<file path="src/sirqc_pkg.sv">
// Purpose: shared constants and types of the serial interrupt controller
// Assumes: configuration dwords are addressed by byte offset, lanes by byte enables
// Notes: the mode and trigger registers share one dword, status sits in the next one
package sirqc_pkg;
    localparam logic [7:0] SIRQC_OFS_MODE = 8'hE0;
    localparam logic [7:0] SIRQC_OFS_TRIG = 8'hE2;
    localparam logic [7:0] SIRQC_OFS_STAT = 8'hE4;
    localparam int SIRQC_MODE_LANE = 0;
    localparam int SIRQC_TRIG_LANE = 2;
    localparam int SIRQC_STAT_LANE = 0;

    localparam int SIRQC_DRIVE_BIT = 0;
    localparam int SIRQC_POLL_BIT = 1;
    localparam int SIRQC_WIDTH_LSB = 2;
    localparam logic [3:0] SIRQC_MODE_RST = 4'h0;
    localparam logic [15:0] SIRQC_TRIG_RST = 16'h0000;
    localparam logic [15:0] SIRQC_STAT_RST = 16'h0000;
    localparam logic [3:0] SIRQC_MODE_PAD = 4'h0;

    localparam logic [1:0] SIRQC_WCODE_4 = 2'h0;
    localparam logic [1:0] SIRQC_WCODE_6 = 2'h1;
    localparam logic [1:0] SIRQC_WCODE_8 = 2'h2;
    localparam logic [3:0] SIRQC_START_4 = 4'h4;
    localparam logic [3:0] SIRQC_START_6 = 4'h6;
    localparam logic [3:0] SIRQC_START_8 = 4'h8;
    localparam logic [3:0] SIRQC_STOP_QUIET = 4'h2;
    localparam logic [3:0] SIRQC_STOP_CONT = 4'h3;
    localparam logic [3:0] SIRQC_CNT_FIRST = 4'h1;
    localparam logic [3:0] SIRQC_CNT_PEER = 4'h2;
    localparam logic [3:0] SIRQC_LAST_SLOT = 4'hF;
    localparam int SIRQC_LINES = 16;

    typedef enum logic [3:0] {
        ST_IDLE = 4'h0,
        ST_START = 4'h1,
        ST_START_REC = 4'h2,
        ST_START_TA = 4'h3,
        ST_SLOT_SAMPLE = 4'h4,
        ST_SLOT_REC = 4'h5,
        ST_SLOT_TA = 4'h6,
        ST_STOP = 4'h7,
        ST_STOP_REC = 4'h8,
        ST_STOP_TA = 4'h9
    } sirqc_state_type;
endpackage

</file>
<file path="src/sirqc_sync.sv">
// Purpose: two-flop synchroniser for one pin level
// Assumes: input is asynchronous to core_clk_i
// Notes: only the second flop is visible outside
`timescale 1ns/1ns
module sirqc_sync #(
    parameter logic RESET_VALUE = 1'b1
) (
    input wire logic core_clk_i,
    input wire logic arst_n_i,
    input wire logic d_i,
    output logic q_o
);
    logic meta;

    always_ff @(posedge core_clk_i or negedge arst_n_i) begin
        if (!arst_n_i) begin
            meta <= RESET_VALUE;
            q_o <= RESET_VALUE;
        end else begin
            meta <= d_i;
            q_o <= meta;
        end
    end
endmodule

</file>
<file path="src/sirqc_top.sv">
// Purpose: serial interrupt frame master with mode, trigger and level status registers
// Assumes: PCI clock at 10 MHz; arst_n_i is the power-on reset
// Notes: configuration port answers every request one cycle later
//
// Summary of operation
// Start frame low for 4, 6 or 8 clocks by width code; code 00 default.
// Polling setting 0 runs continuous frames, 1 runs quiet mode.
// Recovery phase driven high when drive setting 0, released when 1.
// One trigger bit per line; 0 edge (default), 1 level.
// Level line signalled in its slot sets its status bit.
// Writing one to a status bit clears it and re-arms the line.
// Edge-configured lines never set a status bit.
// Upper four bits of the mode register read as zero.
// Fundamental reset, global reset pin or power-on reset restore settings.
// Sixteen data slots sampled in order 0 to 15; low means asserted.
// In quiet mode a peripheral starts a frame by one low clock.
`timescale 1ns/1ns
module sirqc_top
    import sirqc_pkg::*;
(
    input wire logic core_clk_i,
    input wire logic arst_n_i,
    input wire logic pcie_fund_reset_n_i,
    input wire logic global_reset_pin_n_i,
    input wire logic cfg_req_i,
    input wire logic cfg_wr_i,
    input wire logic [7:0] cfg_addr_i,
    input wire logic [3:0] cfg_be_i,
    input wire logic [31:0] cfg_wdata_i,
    output logic cfg_ack_o,
    output logic [31:0] cfg_rdata_o,
    input wire logic sirq_i,
    output logic sirq_o,
    output logic sirq_oe_o,
    output logic [15:0] irq_o
);
    logic sirq_sync;
    logic fund_sync_n;
    logic global_reset_pin_sync_n;
    logic cfg_reset;

    sirqc_sync #(.RESET_VALUE(1'b1)) u_sync_sirq (
        .core_clk_i(core_clk_i),
        .arst_n_i(arst_n_i),
        .d_i(sirq_i),
        .q_o(sirq_sync)
    );
    sirqc_sync #(.RESET_VALUE(1'b1)) u_sync_fund (
        .core_clk_i(core_clk_i),
        .arst_n_i(arst_n_i),
        .d_i(pcie_fund_reset_n_i),
        .q_o(fund_sync_n)
    );
    sirqc_sync #(.RESET_VALUE(1'b1)) u_sync_global_reset_pin (
        .core_clk_i(core_clk_i),
        .arst_n_i(arst_n_i),
        .d_i(global_reset_pin_n_i),
        .q_o(global_reset_pin_sync_n)
    );

    assign cfg_reset = !fund_sync_n || !global_reset_pin_sync_n;

    // configuration registers
    logic [3:0] mode_ctrl;
    logic [15:0] trigger_type;
    logic [15:0] level_status;
    logic [3:0] next_mode_ctrl;
    logic [15:0] next_trigger_type;
    logic [15:0] next_level_status;
    logic [31:0] next_cfg_rdata;
    logic next_cfg_ack;
    logic [15:0] status_set;
    logic [15:0] status_clr;
    logic hit_mode;
    logic hit_stat;
    logic quiet_polling_sel;
    logic recovery_drive_sel;
    logic [3:0] start_width;

    assign quiet_polling_sel = mode_ctrl[SIRQC_POLL_BIT];
    assign recovery_drive_sel = mode_ctrl[SIRQC_DRIVE_BIT];
    assign hit_mode = cfg_req_i && (cfg_addr_i[7:2] == SIRQC_OFS_MODE[7:2]);
    assign hit_stat = cfg_req_i && (cfg_addr_i[7:2] == SIRQC_OFS_STAT[7:2]);

    always_comb begin
        // reserved code 11 falls back to the shortest width
        case (mode_ctrl[SIRQC_WIDTH_LSB +: 2])
            SIRQC_WCODE_4: start_width = SIRQC_START_4;
            SIRQC_WCODE_6: start_width = SIRQC_START_6;
            SIRQC_WCODE_8: start_width = SIRQC_START_8;
            default: start_width = SIRQC_START_4;
        endcase
    end

    always_comb begin
        next_mode_ctrl = mode_ctrl;
        next_trigger_type = trigger_type;
        status_clr = 16'h0000;
        next_cfg_ack = cfg_req_i;
        next_cfg_rdata = 32'h0000_0000;
        if (hit_mode && cfg_wr_i) begin
            if (cfg_be_i[SIRQC_MODE_LANE]) begin
                next_mode_ctrl = cfg_wdata_i[8 * SIRQC_MODE_LANE +: 4];
            end
            if (cfg_be_i[SIRQC_TRIG_LANE]) begin
                next_trigger_type[7:0] = cfg_wdata_i[8 * SIRQC_TRIG_LANE +: 8];
            end
            if (cfg_be_i[SIRQC_TRIG_LANE + 1]) begin
                next_trigger_type[15:8] = cfg_wdata_i[8 * (SIRQC_TRIG_LANE + 1) +: 8];
            end
        end
        if (hit_stat && cfg_wr_i) begin
            if (cfg_be_i[SIRQC_STAT_LANE]) begin
                status_clr[7:0] = cfg_wdata_i[8 * SIRQC_STAT_LANE +: 8];
            end
            if (cfg_be_i[SIRQC_STAT_LANE + 1]) begin
                status_clr[15:8] = cfg_wdata_i[8 * (SIRQC_STAT_LANE + 1) +: 8];
            end
        end
        if (hit_mode && !cfg_wr_i) begin
            next_cfg_rdata[8 * SIRQC_MODE_LANE +: 8] = {SIRQC_MODE_PAD, mode_ctrl};
            next_cfg_rdata[8 * SIRQC_TRIG_LANE +: 16] = trigger_type;
        end
        if (hit_stat && !cfg_wr_i) begin
            next_cfg_rdata[8 * SIRQC_STAT_LANE +: 16] = level_status;
        end
        // a new assertion in the clearing cycle is kept
        next_level_status = (level_status & ~status_clr) | status_set;
        if (cfg_reset) begin
            next_mode_ctrl = SIRQC_MODE_RST;
            next_trigger_type = SIRQC_TRIG_RST;
            next_level_status = SIRQC_STAT_RST;
        end
    end

    always_ff @(posedge core_clk_i or negedge arst_n_i) begin
        if (!arst_n_i) begin
            mode_ctrl <= SIRQC_MODE_RST;
            trigger_type <= SIRQC_TRIG_RST;
            level_status <= SIRQC_STAT_RST;
            cfg_ack_o <= 1'b0;
            cfg_rdata_o <= 32'h0000_0000;
        end else begin
            mode_ctrl <= next_mode_ctrl;
            trigger_type <= next_trigger_type;
            level_status <= next_level_status;
            cfg_ack_o <= next_cfg_ack;
            cfg_rdata_o <= next_cfg_rdata;
        end
    end

    // serial frame engine
    sirqc_state_type state;
    sirqc_state_type next_state;
    logic [3:0] cnt;
    logic [3:0] next_cnt;
    logic [3:0] slot_idx;
    logic [3:0] next_slot_idx;
    logic [15:0] edge_level;
    logic [15:0] next_edge_level;
    logic [3:0] stop_len;
    logic next_drive_low;
    logic next_drive_high;
    logic slot_asserted;

    assign stop_len = quiet_polling_sel ? SIRQC_STOP_QUIET : SIRQC_STOP_CONT;
    // synced level in the turnaround cycle is the pin two clocks back: the sample phase
    assign slot_asserted = (state == ST_SLOT_TA) && !sirq_sync;

    always_comb begin
        next_state = state;
        next_cnt = cnt;
        next_slot_idx = slot_idx;
        next_edge_level = edge_level;
        status_set = 16'h0000;
        case (state)
            ST_IDLE: begin
                if (!quiet_polling_sel) begin
                    next_state = ST_START;
                    next_cnt = SIRQC_CNT_FIRST;
                end else if (!sirq_sync) begin
                    // peripheral already spent one low clock of the start frame
                    next_state = ST_START;
                    next_cnt = SIRQC_CNT_PEER;
                end
            end
            ST_START: begin
                if (cnt >= start_width) begin
                    next_state = ST_START_REC;
                end else begin
                    next_cnt = cnt + 4'h1;
                end
            end
            ST_START_REC: next_state = ST_START_TA;
            ST_START_TA: begin
                next_state = ST_SLOT_SAMPLE;
                next_slot_idx = 4'h0;
            end
            ST_SLOT_SAMPLE: next_state = ST_SLOT_REC;
            ST_SLOT_REC: next_state = ST_SLOT_TA;
            ST_SLOT_TA: begin
                for (int i = 0; i < SIRQC_LINES; i++) begin
                    if (slot_idx == i[3:0]) begin
                        next_edge_level[i] = slot_asserted;
                        status_set[i] = slot_asserted && trigger_type[i];
                    end
                end
                if (slot_idx == SIRQC_LAST_SLOT) begin
                    next_state = ST_STOP;
                    next_cnt = SIRQC_CNT_FIRST;
                end else begin
                    next_state = ST_SLOT_SAMPLE;
                    next_slot_idx = slot_idx + 4'h1;
                end
            end
            ST_STOP: begin
                if (cnt >= stop_len) begin
                    next_state = ST_STOP_REC;
                end else begin
                    next_cnt = cnt + 4'h1;
                end
            end
            ST_STOP_REC: next_state = ST_STOP_TA;
            ST_STOP_TA: begin
                next_state = quiet_polling_sel ? ST_IDLE : ST_START;
                next_cnt = SIRQC_CNT_FIRST;
            end
            default: next_state = ST_IDLE;
        endcase
        next_drive_low = (next_state == ST_START) || (next_state == ST_STOP);
        next_drive_high = ((next_state == ST_START_REC) || (next_state == ST_STOP_REC))
            && !recovery_drive_sel;
    end

    always_ff @(posedge core_clk_i or negedge arst_n_i) begin
        if (!arst_n_i) begin
            state <= ST_IDLE;
            cnt <= 4'h0;
            slot_idx <= 4'h0;
            edge_level <= 16'h0000;
            sirq_o <= 1'b1;
            sirq_oe_o <= 1'b0;
            irq_o <= 16'h0000;
        end else begin
            state <= next_state;
            cnt <= next_cnt;
            slot_idx <= next_slot_idx;
            edge_level <= next_edge_level;
            sirq_o <= !next_drive_low;
            sirq_oe_o <= next_drive_low || next_drive_high;
            // level lines stay up until software re-arms them
            irq_o <= (next_edge_level & ~next_trigger_type)
                | (next_level_status & next_trigger_type);
        end
    end

    // checking
    logic [3:0] h_low_len;
    logic h_quiet_entry;

    always_ff @(posedge core_clk_i or negedge arst_n_i) begin
        if (!arst_n_i) begin
            h_low_len <= 4'h0;
            h_quiet_entry <= 1'b0;
        end else begin
            h_low_len <= (state == ST_START && sirq_oe_o && !sirq_o) ? h_low_len + 4'h1 : 4'h0;
            h_quiet_entry <= (state == ST_IDLE) ? quiet_polling_sel : h_quiet_entry;
        end
    end
endmodule
</file>
<file path="config.mk">
export PLATFORM = sky130hd
export DESIGN_NAME = sirqc_top
export DESIGN_NICKNAME = d
export VERILOG_FILES = /design/src/sirqc_pkg.sv /design/src/sirqc_sync.sv /design/src/sirqc_top.sv
export SDC_FILE = /design/constraint.sdc
export NUM_CORES = 1
export LEC_CHECK = 0
export BUFFER_PORTS_ARGS = -buffer_cell sky130_fd_sc_hd__buf_2
export CAP_MARGIN = 20
export CORE_UTILIZATION = 59
export CTS_CLUSTER_DIAMETER = 40
export DETAILED_ROUTE_END_ITERATION = 12
export PLACE_DENSITY = 0.85
export SYNTH_ARGS = -nofsm -noshare
export SYNTH_HDL_FRONTEND = slang
export SYNTH_SLANG_ARGS = --single-unit
</file>
<file path="constraint.sdc">
create_clock -name core_clk_i -period 4.35 [get_ports core_clk_i]
set_clock_uncertainty 0.15 [all_clocks]
set_input_delay 0.6525 -clock core_clk_i [delete_from_list [all_inputs] [get_ports core_clk_i]]
set_output_delay 0.6525 -clock core_clk_i [all_outputs]
set_load 0.02 [all_outputs]
</file>
==> metrics.md, run 1 <==
| Metric | Value |
|---|---|
| Hpwl dp | `8.19 mm` |
| Yosys reg bits | `121` |
| Post-route cell area | `6360 um2` |
| FF+latch area | `3040 um2` |
| Port buffer count | `99` |
| Reg-to-reg setup timing slack | `1.87 ns` |
| Number of global-route vias before repair | `4151` |
| Worst Setup Start Kind | `register` |
| Initial antenna violation count | `0` |
| Clock transition at path regs | `0.06 ns` |
| Crit path arrival time | `2.73 ns` |
| Placement row count | `33` |
| Max Cap Viol | `0` |
| WL/cell | `18.2 um` |
| Synth warn | `0` |
| CTS tree | `built` |
| Sequential fraction of the synthesis area | `58.4%` |
| Synth Area per Inst | `10.6 um2` |
| First-pass GRT wire length | `20.2 mm` |
| RR Endpoint | `sirq_oe_o` |
| Mapped Cells | `491` |
| Async set-or-reset flop fraction in the synthesized netlist | `100%` |
| Total power | `3.38 mW` |
| Diodes inserted | `0` |
| Final setup violation count | `0` |
| Core ar. | `8380 um2` |
| Post-Route Utilization | `75.9%` |
| Final Max Slew Viols | `0` |
| Distinct cells, synth | `52` |
| Initial DRC Count | `278` |
| RSZ-0062 raised after global routing | `no` |
| P&R area growth vs syn | `22.3%` |
| Fmax | `403 MHz` |
| Worst-path fanout max | `7` |
| WS Path Type | `reg2reg` |
| # fillers | `526` |
| Crit share post-route | `57.1%` |
| CTS-repair resized insts | `0` |
| Max clock buf depth | `2` |
| Clock net sink count | `121` |
| Post-synth EDFFs | `0` |
| Die W | `95.9 um` |
| Largest net degree at the start of global routing | `66` |
| Fraction of layout cells with a size suffix above 1 | `26.0%` |
| Congestion Overflow GR | `0` |
| Peak supply drop | `0.313 mV` |
| Actual slew at the worst max-slew pin | `1.05 ns` |
| H-tree depth | `4` |
| Hold Fails Final Rpt | `0` |
| Number of cells on the worst reg-to-reg path | `8` |
| Hold_buf cts | `0` |
| Fin Hold WS | `0.0372 ns` |
| CP required | `4.60 ns` |
| Vias/cell | `5.96` |
| Crit end category | `register` |
| Synth Flop Type | `dfrtp_1` |
| Overall die height | `95.9 um` |
| Initial Util | `62.1%` |
| Hold crit path type | `in2async` |
| Via count | `4203` |
| Placed Area | `5770 um2` |
| Final min period | `2.48 ns` |
| Root buffer cell | `clkbuf_8` |
| Clk Latency, worst-skew pair | `0.52 ns` |
| RD Place Congestion | `0.840` |
| Leakage dissipation | `3.11 nW` |
| Nets@finish | `647` |
| Critical Path, Cell by Cell | `inv_1 > ha_1 > nand2b_1 > a211oi_2 > nor2_1 > a311o_1 > o211ai_2 > o21ai_1` |
| CTS Buf Count | `17` |
| Area of the multi-input gates | `1960 um2` |
| Commonest non-fill, non-tap cell in the layout | `dfrtp_1` |
| Post-CTS setup repair buffer count | `0` |
| Drt pass-1 iters | `5` |
| Max-slew headroom | `29.2%` |
| Outcome | `completed` |
| Detail Route Antenna Nets | `0` |
| Reg2reg start | `mode_ctrl[1]` |
| Syn Std Cell Area | `5200 um2` |
| Fin Setup TNS | `0 ns` |
| Cell Pwr Density | `532 nW/um2` |
| Max incr delay on CP | `0.51 ns` |
| Total GRT Usage | `29.8%` |
| # DRC | `0` |
| Crit-path slowest cell | `dfrtp_1` |
| I/O pin count | `102` |
| Routed WL | `12.8 mm` |
| Die Footprint | `9200 um2` |
| Syn_nets | `551` |
| Most frequent cells in the layout | `dfrtp_1 (114), buf_2 (98), nand2_1 (62)` |
routing by layer:
metal  share of wire [%]  track usage [%]  routed length, um  up-vias
li1                    -                -                  -     1893
met3                 7.8             7.66               1000       31
met1                  40             36.4               5140     2045
met2                  50             49.9               6410      234
met5                   0                0                  0        -
met4                 2.0             13.3                251        0
cells in the mapped netlist (all sizes together), types with 2 or more instances:
cell type | instances | share of area, %
dfrtp | 114 | 55
nand2 | 62 | 4.5
a21oi | 37 | 3.8
and2 | 34 | 4.1
nand3 | 33 | 3.3
inv | 29 | 2.1
nor2 | 27 | 2.0
mux2i | 17 | 3.3
a32oi | 15 | 2.5
o21ai | 15 | 1.7
clkbuf | 14 | 1.0
buf | 11 | 1.2
ha | 9 | 2.2
nor3 | 9 | 0.87
dfstp | 7 | 3.5
nand2b | 7 | 0.84
nor4 | 7 | 1.1
nor2b | 6 | 0.72
a22o | 4 | 0.67
o21a | 4 | 0.58
and4 | 3 | 0.51
o311ai | 3 | 0.65
a21boi | 2 | 0.51
and3 | 2 | 0.24
nand4b | 2 | 0.34
or3 | 2 | 0.24
metrics by stage:
step | setup WS, ns | std cells
final | 1.87 | 705
after global routing | 1.75 | 705
after CTS | 1.89 | 705
after detailed placement | 1.59 | 673
after global placement | 1.64 | 673
after floorplan | 2.17 | 491
final cells by class:
class	instances	area share, %
sequential	121	47.7
multi-input combinational	316	30.8
timing repair buffer	102	8.38
clock buffer	18	6.73
clock inverter	14	2.58
tap	105	2.07
inverter	29	1.71
sequential cells by signal, indices dropped and copies added, names as in the netlist, 4 cells and up:
signal and count:
cfg_rdata_o 32, state 4, mode_ctrl 4, irq_o 16, slot_idx 4, level_status 16
cnt 4, edge_level 16, trigger_type 16
cells by family (layout without fill, tap and decap cells):
kind of cell	after synthesis	in the layout	synth area share, %
muxes	17	17	3.27
DFF	121	121	58.4
AOI/OAI and AO/OA	92	92	12.6
xor gates and xnor gates	1	1	0.168
adders and majority gates	9	9	2.16
buffers and inverters	54	163	4.26
and+or+nand+nor	197	197	19.1
critical path: cells and delay by family (launching register included):
kind / cells / cell delay [ns]
flip-flops: 1 / 0.51
buffers and inverters: 1 / 0.08
adder cells (fa/ha/maj): 1 / 0.29
AND/OR/NAND/NOR: 2 / 0.23
AO/OA/AOI/OAI: 4 / 1.10
how the worst max path moves through the flow:
stage,slack (ns),end,cells after the start,start
final,1.87,sirq_oe_o,8,mode_ctrl[1]
after global routing,1.75,irq_o[2],6,state[1]
after floorplan,2.17,sirq_oe_o,8,mode_ctrl[1]
after detailed placement,1.59,irq_o[6],7,cfg_addr_i[4]
after CTS,1.89,sirq_oe_o,8,mode_ctrl[1]
after global placement,1.64,irq_o[5],7,cfg_addr_i[4]
power breakdown:
group / total, mW / internal (mW) / switching, mW
logic: 0.640 / 0.224 / 0.415
clock network: 1.38 / 0.843 / 0.540
registers: 1.36 / 1.24 / 0.120
total: 3.38 / 2.31 / 1.07
No activity file was read; power rests on OpenSTA's default activity.
==> inputs of run 2 (changes only) <==
CORE_UTILIZATION = 50   (was 59)
PLACE_DENSITY = 0.76   (was 0.85)
clock period = 2 ns   (was 4.35 ns; I/O delays follow)
==> run 2 against run 1 <==
The flow now finishes with violations (setup timing). Critical path depth stayed put. Via count is 12% higher. Non-clock buffer count is 98 higher. Total power is 130% higher. Worst setup slack worse by 2.0 ns. Die area is 18% higher. Sequential power is 110% higher. Hold slack worse by 0.013 ns. Global-route usage is 1.8 points lower. Highest routed layer unchanged.
==> metrics.md, run 2 (synthesis gave the netlist of run 1 again) <==
| Metric | Value |
|---|---|
| # DRC | `0 (unchanged)` |
| Peak supply drop | `0.745 mV (+140%)` |
| Max Cap Viol | `0 (unchanged)` |
| CTS tree | `built` |
| P&R area growth vs syn | `43.0%` |
| Most frequent cells in the layout | `dfrtp_1 (112), buf_2 (98), nand2_1 (62)` |
| Outcome | `complete, but fails checks` |
| Actual slew at the worst max-slew pin | `0.677 ns (-0.377 ns)` |
| Drt pass-1 iters | `7 (+2)` |
| Failing checks | `setup timing` |
| Worst-path fanout max | `4 (-3)` |
| Commonest non-fill, non-tap cell in the layout | `dfrtp_1` |
| Congestion Overflow GR | `0 (unchanged)` |
| Grt met1 use | `33.2% (-3.2 points)` |
| Hold Fails Final Rpt | `0 (unchanged)` |
| I/O pin count | `102 (unchanged)` |
| Clk Latency, worst-skew pair | `0.53 ns (about the same)` |
| RD Place Congestion | `0.827 (-1.5%)` |
| Largest net degree at the start of global routing | `41 (-38%)` |
| Switch Pwr | `2.45 mW (+130%)` |
| Largest register FFs | `32 (unchanged)` |
| Final min period | `2.15 ns (-0.337 ns)` |
| Critical Path, Cell by Cell | `inv_2 > ha_4 > nand2b_4 > a211oi_4 > nor2b_1 > o311ai_2 > o211ai_2 > buf_4` |
| Global routing met2 resource utilization | `46.7% (-3.2 points)` |
| Fmax | `466 MHz (+16%)` |
| Vias/cell | `5.66 (-5.1%)` |
| Top delay family on crit path | `compound AO/OA/AOI/OAI gates` |
| Hold crit path type | `in2reg` |
| Area of the multi-input gates | `2120 um2 (+8.2%)` |
| Hpwl dp | `9.17 mm (+12%)` |
| Initial antenna violation count | `0 (unchanged)` |
| Power share of the combinational group | `27.7% (+8.8 points)` |
| Total GRT Usage | `28.0% (-1.8 points)` |
| CTS Buf Count | `17 (unchanged)` |
| WS Path Type | `reg2reg` |
| WP buf/inv | `2 (+1)` |
| Crit end category | `register` |
| Nets@finish | `745 (+15%)` |
| Max clock buf depth | `2 (unchanged)` |
| Die Footprint | `10800 um2 (+18%)` |
| Placement row count | `36 (+9.1%)` |
| Detail Route Antenna Nets | `0 (unchanged)` |
| Post-Route Utilization | `75.1% (-0.84 points)` |
| Worst setup margin | `-0.146 ns (-2.01 ns)` |
| Flop pwr share | `36.1% (-4.1 points)` |
| Clock transition at path regs | `0.06 ns (about the same)` |
| H-tree depth | `4 (unchanged)` |
| GR Util met3 | `8.08% (+0.42 points)` |
| Overall die height | `104 um (+8.4%)` |
| Max-slew headroom | `54.3% (+25 points)` |
| Total power | `7.93 mW (+130%)` |
| Initial DRC Count | `361 (+30%)` |
| Crit path arrival time | `2.46 ns (-0.27 ns)` |
| Clk pwr share | `36.3% (-4.6 points)` |
| Post-route cell area | `7440 um2 (+17%)` |
| Initial Util | `52.5% (-9.6 points)` |
| Leakage dissipation | `3.60 nW (+16%)` |
| Internal power | `5.48 mW (+140%)` |
| FF+latch area | `3040 um2 (about the same)` |
| RSZ-0062 raised after global routing | `yes` |
| Largest Register | `cfg_rdata_o` |
| Die W | `104 um (+8.4%)` |
| WL/cell | `17.9 um (-1.3%)` |
| Cell Pwr Density | `1070 nW/um2 (+100%)` |
| Final Max Slew Viols | `0 (unchanged)` |
| First-pass GRT wire length | `23.2 mm (+15%)` |
| Root buffer cell | `clkbuf_8` |
| Global routing's busiest layer | `met2` |
| Port buffer count | `99 (unchanged)` |
| Final setup violation count | `7 (+7)` |
| Worst Setup Start Kind | `register` |
| Fraction of layout cells with a size suffix above 1 | `33.5% (+7.5 points)` |
| Max incr delay on CP | `0.40 ns (-0.11 ns)` |
| Placed Area | `6260 um2 (+8.5%)` |
| Crit share post-route | `107% (+50 points)` |
| Core ar. | `9910 um2 (+18%)` |
| Via count | `4703 (+12%)` |
| # fillers | `598 (+14%)` |
| Number of global-route vias before repair | `4764 (+15%)` |
| Clock net sink count | `121 (unchanged)` |
| Routed WL | `14.9 mm (+16%)` |
| Sw Ratio | `30.9% (-0.88 points)` |
| Diodes inserted | `0 (unchanged)` |
| CP required | `2.31 ns (-2.29 ns)` |
| Crit-path slowest cell | `dfrtp_1` |
| Fin Hold WS | `0.0247 ns (-0.0125 ns)` |
| Dpl ws | `-0.181 ns (-1.77 ns)` |
run 2: final timing paths:
path                                   from               end  slack, ns  cells after the start
min in group asynchronous          arst_n_i    edge_level[12]       0.16                      2
setup / recovery               mode_ctrl[1]            sirq_o      -0.15                      8
setup reg to reg               mode_ctrl[1]            sirq_o      -0.15                      8
hold / removal                  cfg_be_i[3]  trigger_type[10]       0.02                      3
max in group asynchronous          arst_n_i   cfg_rdata_o[19]       0.94                      3
hold reg to reg            u_sync_sirq.meta   u_sync_sirq.q_o       0.20                      0
run 2: layout make-up:
type                            count  share of cell area (%)
Inverter                           29                    1.46
Sequential cell                   121                    40.9
Multi-Input combinational cell    316                    28.5
Clock buffer                       23                    6.14
Clock inverter                      9                    1.31
Tap cell                          133                    2.24
Timing Repair Buffer              200                    19.5
run 2: what timing repair did:
item | 4_1_cts | 5_1_grt
pin swaps | 5 | 11
endpoints found under the hold margin | 74 | 1
resized for setup | 8 | 31
endpoints found under the setup margin | 11 | 31
hold buffers | 41 | 1
buffers inserted | 2 | 3
run 2: routing by layer:
layer	routed length, um	part of all wire (%)	up-vias
li1	-	-	2081
met1	5860	39	2284
met2	7380	50	276
met3	1070	7.2	62
met4	575	3.9	0
met5	0	0	-
run 2: per-stage QoR:
step           cells  setup TNS [ns]
2_1_floorplan    491        -0.00931
3_3_place_gp     752          -0.300
3_5_place_dp     752           -1.18
4_1_cts          827          -0.403
5_1_grt          831           -1.18
6_report         831          -0.643
run 2: power groups by stage:
stage                     Combinational, mW  Sequential (mW)  Clock [mW]
after floorplan                       0.977             2.97           0
after global placement                 1.79             2.87           0
after detailed placement               1.86             2.88           0
after CTS                              2.01             2.85        2.90
after global routing                   2.36             2.88        3.02
final                                  2.19             2.86        2.88
run 2: worst register-to-register path: stages (launching register included):
cell	delay, ns
dfrtp_1	0.40
inv_2	0.09
ha_4	0.19
nand2b_4	0.14
a211oi_4	0.36
nor2b_1	0.11
o311ai_2	0.37
o211ai_2	0.14
buf_4	0.14
